### src/cpu_status_flags_defs.svh
// Constants for the processor status flags register.
// Assumes a 32-bit AHB-Lite register bus with word-aligned registers.
`ifndef CPU_STATUS_FLAGS_DEFS_SVH
`define CPU_STATUS_FLAGS_DEFS_SVH
`define STAT_OFFSET 32'h0000_0000
`define STAT_IPAGE_BIT 7
`define STAT_DPAGE_HI 6
`define STAT_DPAGE_LO 5
`define STAT_EXPIRY_BIT 4
`define STAT_SLEEP_BIT 3
`define STAT_Z_BIT 2
`define STAT_NIBBLE_BIT 1
`define STAT_C_BIT 0
`define STAT_RESET 8'h18
`define HTRANS_NONSEQ 2'h2
`define HRESP_OKAY 1'h0
`endif

### src/cpu_status_pkg.sv
// Types shared by the status flags register and its surroundings.
// Assumes the core issues at most one operation per clock.
`default_nettype none
package cpu_status_pkg;
	typedef enum logic [8:0] {
		OP_NONE = 9'h001,
		OP_ADD = 9'h002,
		OP_SUB = 9'h004,
		OP_LOGIC = 9'h008,
		OP_ROTR = 9'h010,
		OP_ROTL = 9'h020,
		OP_CLR = 9'h040,
		OP_WRITE = 9'h080,
		OP_WDTCLR = 9'h100
	} aluOp_t;
	typedef struct packed {
		logic valid;
		aluOp_t op;
		logic sleep;
		logic destStatus;
		logic [7:0] opA;
		logic [7:0] opB;
	} coreReq_t;
	typedef struct packed {
		logic [6:0] dirOffset;
		logic [7:0] pointer;
	} addrReq_t;
endpackage
`default_nettype wire

### src/cpu_status_flags_register.sv
// Processor status flags register with its flag-producing adder path.
// Assumes core requests and bus inputs are synchronous to clock.
//
// The placing of the registers and register access over AHB-Lite were left to the implementer.
`timescale 1ns/100ps
`default_nettype none
`include "cpu_status_flags_defs.svh"
module cpu_status_flags_register (
	// Clock and reset
	input wire logic clock,
	input wire logic reset,
	// AHB-Lite slave
	input wire logic hsel,
	input wire logic [31:0] haddr,
	input wire logic [1:0] htrans,
	input wire logic hwrite,
	input wire logic [2:0] hsize,
	input wire logic [31:0] hwdata,
	input wire logic hready,
	output logic hreadyout,
	output logic hresp,
	output logic [31:0] hrdata,
	// Core execution
	input wire cpu_status_pkg::coreReq_t coreReq,
	input wire logic watchdogTimeout,
	output logic [7:0] aluResult,
	output logic aluValid,
	// Address formation
	input wire cpu_status_pkg::addrReq_t addrReq,
	output logic [8:0] directAddr,
	output logic [8:0] indirectAddr,
	output logic [7:0] statusOut
);
	import cpu_status_pkg::*;

	// ************************************************
	// Helpers
	// ************************************************
	function automatic logic isArith(input aluOp_t op);
		isArith = (op == OP_ADD) || (op == OP_SUB);
	endfunction

	function automatic logic isRotate(input aluOp_t op);
		isRotate = (op == OP_ROTR) || (op == OP_ROTL);
	endfunction

	logic [7:0] status_r;
	logic [7:0] status_nxt;
	logic [7:0] aluResult_r;
	logic aluValid_r;
	logic [31:0] hrdata_r;
	logic busWrite_r;
	logic busRead_r;
	logic busHit_r;

	// ************************************************
	// ALU flag path
	// ************************************************
	logic [7:0] operandB;
	logic carryIn;
	logic [8:0] sum9;
	logic [4:0] sum5;
	logic [7:0] result;
	logic reqGo;

	assign reqGo = coreReq.valid;

	always_comb begin
		operandB = (coreReq.op == OP_SUB) ? ~coreReq.opB : coreReq.opB;
		carryIn = (coreReq.op == OP_SUB);
		sum9 = {1'b0, coreReq.opA} + {1'b0, operandB} + {8'h00, carryIn};
		sum5 = {1'b0, coreReq.opA[3:0]} + {1'b0, operandB[3:0]} + {4'h0, carryIn};
		case (coreReq.op)
			OP_ADD,
			OP_SUB: begin
				result = sum9[7:0];
			end
			OP_ROTR: begin
				result = {status_r[`STAT_C_BIT], coreReq.opA[7:1]};
			end
			OP_ROTL: begin
				result = {coreReq.opA[6:0], status_r[`STAT_C_BIT]};
			end
			OP_CLR: begin
				result = 8'h00;
			end
			default: begin
				result = coreReq.opA;
			end
		endcase
	end

	// ************************************************
	// Status next state
	// ************************************************
	always_comb begin
		status_nxt = status_r;
		// Software write through the bus; cause flags protected
		if (busWrite_r && busHit_r) begin
			status_nxt[7:5] = hwdata[7:5];
			status_nxt[2:0] = hwdata[2:0];
		end
		// Instruction write to status overrides the bus
		if (reqGo && coreReq.destStatus && coreReq.op != OP_NONE && coreReq.op != OP_WDTCLR) begin
			status_nxt[7:5] = result[7:5];
			// Flag-affecting ops never write the arithmetic flags directly
			if (coreReq.op == OP_WRITE) begin
				status_nxt[2:0] = result[2:0];
			end
		end
		// Flag updates take priority over written data
		if (reqGo) begin
			case (coreReq.op)
				OP_ADD,
				OP_SUB: begin
					status_nxt[`STAT_Z_BIT] = (sum9[7:0] == 8'h00);
					status_nxt[`STAT_NIBBLE_BIT] = sum5[4];
					status_nxt[`STAT_C_BIT] = sum9[8];
				end
				OP_LOGIC: begin
					status_nxt[`STAT_Z_BIT] = (result == 8'h00);
				end
				OP_ROTR: begin
					status_nxt[`STAT_C_BIT] = coreReq.opA[0];
				end
				OP_ROTL: begin
					status_nxt[`STAT_C_BIT] = coreReq.opA[7];
				end
				OP_CLR: begin
					status_nxt[`STAT_Z_BIT] = 1'b1;
				end
				OP_WDTCLR: begin
					status_nxt[`STAT_EXPIRY_BIT] = 1'b1;
					status_nxt[`STAT_SLEEP_BIT] = 1'b1;
				end
				default: begin
				end
			endcase
			if (coreReq.sleep) begin
				status_nxt[`STAT_EXPIRY_BIT] = 1'b1;
				status_nxt[`STAT_SLEEP_BIT] = 1'b0;
			end
		end
		// Timeout wins over a same-cycle set
		if (watchdogTimeout) begin
			status_nxt[`STAT_EXPIRY_BIT] = 1'b0;
		end
	end

	always_ff @(posedge clock) begin
		if (reset) begin
			status_r <= `STAT_RESET;
		end else begin
			status_r <= status_nxt;
		end
	end

	always_ff @(posedge clock) begin
		if (reset) begin
			aluResult_r <= 8'h00;
			aluValid_r <= 1'b0;
		end else begin
			aluResult_r <= reqGo ? result : aluResult_r;
			aluValid_r <= reqGo && coreReq.op != OP_NONE;
		end
	end

	assign aluResult = aluResult_r;
	assign aluValid = aluValid_r;
	assign statusOut = status_r;

	// ************************************************
	// Data address formation
	// ************************************************
	assign directAddr = {status_r[`STAT_DPAGE_HI:`STAT_DPAGE_LO], addrReq.dirOffset};
	assign indirectAddr = {status_r[`STAT_IPAGE_BIT], addrReq.pointer};

	// ************************************************
	// AHB-Lite slave
	// ************************************************
	logic addrPhase;
	assign addrPhase = hsel && hready && htrans == `HTRANS_NONSEQ;

	always_ff @(posedge clock) begin
		if (reset) begin
			busWrite_r <= 1'b0;
			busRead_r <= 1'b0;
			busHit_r <= 1'b0;
		end else if (hready) begin
			busWrite_r <= addrPhase && hwrite;
			busRead_r <= addrPhase && !hwrite;
			busHit_r <= addrPhase && haddr == `STAT_OFFSET;
		end
	end

	always_ff @(posedge clock) begin
		if (reset) begin
			hrdata_r <= 32'h0000_0000;
		end else if (addrPhase && !hwrite) begin
			hrdata_r <= (haddr == `STAT_OFFSET) ? {24'h000000, status_nxt} : 32'h0000_0000;
		end
	end

	assign hrdata = hrdata_r;
	assign hreadyout = 1'b1;
	assign hresp = `HRESP_OKAY;
endmodule
`default_nettype wire

### config.mk
export PLATFORM = sky130hd
export DESIGN_NAME = cpu_status_flags_register
export DESIGN_NICKNAME = d
export VERILOG_FILES = /design/src/cpu_status_pkg.sv /design/src/cpu_status_flags_register.sv
export VERILOG_INCLUDE_DIRS = /design/src
export SDC_FILE = /design/constraint.sdc
export NUM_CORES = 1
export LEC_CHECK = 0
export ABC_AREA = 1
export BUFFER_PORTS_ARGS = -buffer_cell sky130_fd_sc_hd__buf_2
export CAP_MARGIN = 0
export CORE_MARGIN = 2
export CORE_UTILIZATION = 45
export CTS_BUF_LIST = sky130_fd_sc_hd__clkbuf_4 sky130_fd_sc_hd__clkbuf_8 sky130_fd_sc_hd__clkbuf_16
export CTS_CLUSTER_DIAMETER = 150
export DETAILED_ROUTE_END_ITERATION = 10
export GPL_ROUTABILITY_DRIVEN = 0
export PLACE_DENSITY = 0.87
export SETUP_SLACK_MARGIN = 0.15
export SLEW_MARGIN = 5
export SYNTH_ARGS = -nofsm -noshare
export SYNTH_HDL_FRONTEND = slang
export SYNTH_SLANG_ARGS = --single-unit
export TNS_END_PERCENT = 1
### constraint.sdc
create_clock -name clock -period 5.6 [get_ports clock]
set_clock_uncertainty 0.05 [all_clocks]
set_input_delay 0.84 -clock clock [delete_from_list [all_inputs] [get_ports clock]]
set_output_delay 0.84 -clock clock [all_outputs]
set_load 0.01 [all_outputs]
* Word level (Yosys, flattened, before mapping)
Cells that the tools add are included.
Word-level totals: flip-flop bits (word level) 51, input bits 118
Operators by class: equality and inequality tests 11, bitwise operators 1, add/subtract/negate cells 4, mux-type cells 15, reductions and logical operators 15
Operator list (number):
- logical NOT 32 bit | 1
- case mux 8 bit (4 select lines) | 1
- logical NOT 8 bit | 2
- two-way mux 8 bit | 2
- two-way mux 3 bit | 5
- logical AND 1 bit | 10
- adder 8 x 8 -> 9 bit | 1
- adder 9 x 1 -> 9 bit | 1
- equality test 9 x 2 -> 1 bit, second input constant | 1
- equality test 9 x 3 -> 1 bit, second input constant | 1
- equality test 9 x 4 -> 1 bit, second input constant | 1
- equality test 9 x 5 -> 1 bit, second input constant | 1
- equality test 9 x 6 -> 1 bit, second input constant | 1
- equality test 9 x 7 -> 1 bit, second input constant | 1
- equality test 9 x 8 -> 1 bit, second input constant | 1
- equality test 9 bit, second input constant | 1
- inequality test 9 x 1 -> 1 bit, second input constant | 1
- inequality test 9 bit, second input constant | 1
- NOT 8 bit | 1
- case mux 1 bit (3 select lines) | 2
- adder 4 x 4 -> 5 bit | 1
- adder 5 x 1 -> 5 bit | 1
- two-way mux 5 bit | 1
- two-way mux 2 bit | 2
- other kinds (4) | 5

* Logic depth before layout (Yosys ltp)
word-level depth 11, depth in mapped cells 23, mapped depth without buffers 23

* Least setup slack after synthesis
No wires, ideal clock.
kind input -> register, start in coreReq[25] (netlist name), end reg hrdata_r[2] (netlist: hrdata[2]), setup slack 2.564 ns, required time 5.491 ns, arrival time 2.927 ns, setup time 0.059 ns, cell stages on the path 21, buffers on the path 0, cells stage by stage nor2_4 -> nand2_2 -> nor2_4 -> nand2_8 -> xnor2_1 -> ha_1 -> a21oi_1 -> nand2_1 -> nand2_1 -> nand2_1 -> nand2_1 -> nand2_1 -> nor2_1 -> nand2_1 -> nor2_1 -> nand2_1 -> nor2_2 -> nand3_2 -> nand2_1 -> nand3_1 -> nand2_1
Between the ends: cells in the longest elaborated chain, start to end 10, elaborated cells on any way between the ends 23, those cells by class add/sub (2); eq/ne (9); mux (7); reduce/logical (5)
Ends and longest elaborated chain:
- start, declared | line cpu_status_flags_register.sv:24 | input wire cpu_status_pkg::coreReq_t coreReq,
- equality test 9 x 3 -> 1 bit
- two-way mux 8 bit | line cpu_status_flags_register.sv:69 | operandB = (coreReq.op == OP_SUB) ? ~coreReq.opB : coreReq.opB;
- adder 8 x 8 -> 9 bit | line cpu_status_flags_register.sv:71 | sum9 = {1'b0, coreReq.opA} + {1'b0, operandB} + {8'h00, carryIn};
- adder 9 x 1 -> 9 bit | line cpu_status_flags_register.sv:71
- case mux 8 bit (4 select lines) | line cpu_status_flags_register.sv:73 | case (coreReq.op)
- two-way mux 3 bit | line cpu_status_flags_register.sv:107 | if (coreReq.op == OP_WRITE) begin
- two-way mux 3 bit | line cpu_status_flags_register.sv:104 | if (reqGo && coreReq.destStatus && coreReq.op != OP_NONE && coreReq.op != OP_WDTCLR) begin
- case mux 1 bit (3 select lines) | line cpu_status_flags_register.sv:113 | case (coreReq.op)
- two-way mux 5 bit * | line cpu_status_flags_register.sv:112 | if (reqGo) begin
- two-way mux 8 bit * | line cpu_status_flags_register.sv:200 | hrdata_r <= (haddr == `STAT_OFFSET) ? {24'h000000, status_nxt} : 32'h0000_0000;
- end signal, assigned | line cpu_status_flags_register.sv:200
- end, declared | line cpu_status_flags_register.sv:51 | logic [31:0] hrdata_r;
Mark *: on every way between the ends. The rest lies on a longest branch, timed or not. A chain may end at the register's enable or synchronous reset.

* Worst setup path in the final report
start in coreReq[22] (netlist name), end reg hrdata_r[2] (netlist: hrdata[2])
The elaborated chain is that of the path after synthesis.

==> impl_metrics.json <==
{
  "gr-total-overflow": 0,
  "hold_buffers": 0,
  "final.setup.worst_slack_ns": 2.31,
  "holdWs_ns": 0.423,
  "crit_type": "in -> reg",
  "cts_resized": 0,
  "chipWidth_microns": 80.8,
  "num_rows": 27,
  "clock_latency_ns": 0.27,
  "place_hpwl_microns": 5830,
  "routed_via_density": 5.08,
  "synth-seq-area-share": 0.204,
  "critPathArrivalTime_ns": 3.47,
  "rrSetupSlack_ns": 4.06,
  "rr_startpoint": "busWrite_r",
  "fmax_mhz": 304,
  "critPathMaxFanout": 9,
  "critPathMaxStageDelay_ns": 0.35,
  "critPathMostFrequentCell": "nand2_1",
  "cts_sinks": 27,
  "power_density_mw_per_mm2": 151,
  "port_buffers": 101,
  "post-route-period-util": 0.588,
  "ys.flop_type": "dfxtp_1",
  "io_pins": 187,
  "min_from": "hrdata[7]",
  "cp-end-kind": "register",
  "die_h_microns": 80.8,
  "p_sw_uw": 149,
  "power_leakage_nw": 1.71,
  "vias": 2799,
  "synth_edf_count": 0,
  "cts_root_buf": "clkbuf_8",
  "antenna_cells": 0,
  "die-area_sq_mm": 0.00653,
  "cp_slowest_cell": "ha_1",
  "dr.pass1.iters": 5,
  "grt_first_pass_wirelength_microns": 10500,
  "setup_tns_ns": 0,
  "p_seq_frac": 0.443,
  "drive_above_1_share": 0.301,
  "nFillCells": 547,
  "rsz0062_at_grt": "false",
  "placed_area_sq_mm": 0.00298,
  "hold_path.class": "reg -> reg",
  "setup_viol": 0,
  "numCtsBuffers": 3,
  "cp_cell_sequence": "buf_2 -> nor2_1 -> nand2_2 -> nor2_4 -> nand2_8 -> xnor2_1 -> ha_1 -> a21oi_1 -> nand2_1 -> nand2_1 -> nand2_1 -> nor4_1 -> and3_1 -> nand3_1 -> nand2_1 -> inv_1 -> nand2_1 -> nand3_1 -> nand2_1",
  "core_sq_mm": 0.00561,
  "ys_warn_count": 0,
  "place_inst": 547,
  "grt_pass1_vias": 2502,
  "syn-cell-area_sq_mm": 0.00265,
  "finalCriticalPeriod_ns": 3.29,
  "pwr-share-clk": 0.247,
  "multi_input_area_sq_mm": 0.00164,
  "utilization": 0.540,
  "cp-start-kind": "primary input",
  "drt_iter0_drc": 151,
  "internal_power_uw": 309,
  "routedWlPerCell_microns": 12.5,
  "clock_path_buffers": 2,
  "cts_max_level": 1,
  "relSlewSlack": 0.606,
  "cts_tree": "yes",
  "post_cts_buffers": 0,
  "clk_pin_slew_ns": 0.09,
  "p_comb_frac": 0.310,
  "postRouteAntennaNets": 0,
  "crit_start": "coreReq[22]",
  "regArea_sq_um": 541,
  "antenna_found_initial": 0,
  "area.growth.synth_to_final_pct": 14.1,
  "hold_violations": 0,
  "routed_wl_microns": 6920,
  "worstMarginPinSlew_ns": 0.589,
  "drv_slew": 0,
  "post-route-drc-count": 0,
  "total_power_uw": 458,
  "netSwitchingFraction": 0.324,
  "synth_cells": 400,
  "nets": 607,
  "cap_viol_max_count": 0,
  "grt_start_max_net_pins": 22,
  "required_ns": 5.77,
  "pre_cts_ws_ns": 2.05,
  "ys_seq_elements": 27,
  "outcome": "complete, no violations",
  "ir_drop_uv": 95.9,
  "instances_no_fill": 551,
  "design_area_sq_mm": 0.00303,
  "synthArstFlopShare": 0,
  "grt_use_total": 0.203,
  "initial_core_util": 0.473,
  "ys_types": 47,
  "syn_area_per_cell_sq_um": 6.63
}
## layout by cell type (no fill, tap or decap), drive strengths merged, types with 2 or more instances in the layout
cell / n
nor2: 43
buf: 101
o211ai: 4
nand4: 5
o2111ai: 3
o21ai: 11
nor3: 5
ha: 8
nand3: 34
conb: 26
o22ai: 4
o21bai: 2
nor4: 10
or2: 4
dfxtp: 27
inv: 53
clkbuf: 4
nand2: 94
and3: 2
a21oi: 21
xnor2: 8
## synthesized netlist by cell type, drive strengths merged, types with 2 or more instances
master	count	share of area
nand4	5	0.017
nand3	34	0.076
nor4	10	0.024
o211ai	4	0.011
nand2	94	0.15
o22ai	4	0.0094
o21ai	11	0.025
clkbuf	4	0.0057
o21bai	2	0.0071
or2	4	0.0094
ha	8	0.038
inv	53	0.075
buf	46	0.13
nor2	43	0.079
conb	2	0.0028
dfxtp	27	0.20
xnor2	8	0.026
a21oi	21	0.042
and3	2	0.0047
o2111ai	3	0.0099
nor3	5	0.011
## cell type report
class	instances	share of cell area
flip-flops and latches	27	0.179
inverters	53	0.0657
well taps	72	0.0298
repair buffers	101	0.167
multi-input cells	294	0.543
clock buffers	4	0.0161
## critical path, delay by kind of cell
family | cells | cell delay, ns
buffers and inverters | 2 | 0.17
adder cells (fa/ha/maj) | 1 | 0.35
XOR/XNOR | 1 | 0.15
AND/OR/NAND/NOR | 14 | 1.67
AO/OA/AOI/OAI | 1 | 0.31
## sequential cells by signal, summed over array words and instances (netlist names)
register	flops
statusOut	8
busWrite_r	1
aluResult	8
hrdata	8
aluValid	1
busHit_r	1
## per-layer routing
layer | routed length [microns] | GRT usage | up-vias
li1 | - | - | 1385
met1 | 2520 | 0.214 | 1256
met2 | 3610 | 0.410 | 144
met3 | 699 | 0.0400 | 14
met4 | 85 | 0.0407 | 0
met5 | 0 | 0 | -
## power groups by stage
stage | combinational [mW] | clock [mW] | sequential [mW]
floorplan | 0.108 | 0 | 0.210
global placement | 0.136 | 0 | 0.207
detailed placement | 0.140 | 0 | 0.207
CTS | 0.141 | 0.117 | 0.203
global route | 0.158 | 0.122 | 0.204
finish | 0.142 | 0.113 | 0.203
## cell families (layout without fill, tap and decap cells)
group	after synthesis	after routing	synth area share
buffers and inverters	103	158	0.211
and+or+nand+nor	197	197	0.375
adders and majority gates	9	9	0.0453
muxes	2	2	0.00801
AOI/OAI and AO/OA	51	51	0.124
xor gates and xnor gates	9	9	0.0297
other	2	26	0.00283
DFF	27	27	0.204
## final timing paths
kind               endpoint  cells past startpoint
hold / removal    hrdata[7]                      2
setup reg to reg  hrdata[1]                      6
hold reg to reg   hrdata[7]                      2
setup / recovery  hrdata[2]                     19
Note: power is estimated with default switching activity, not from simulation.
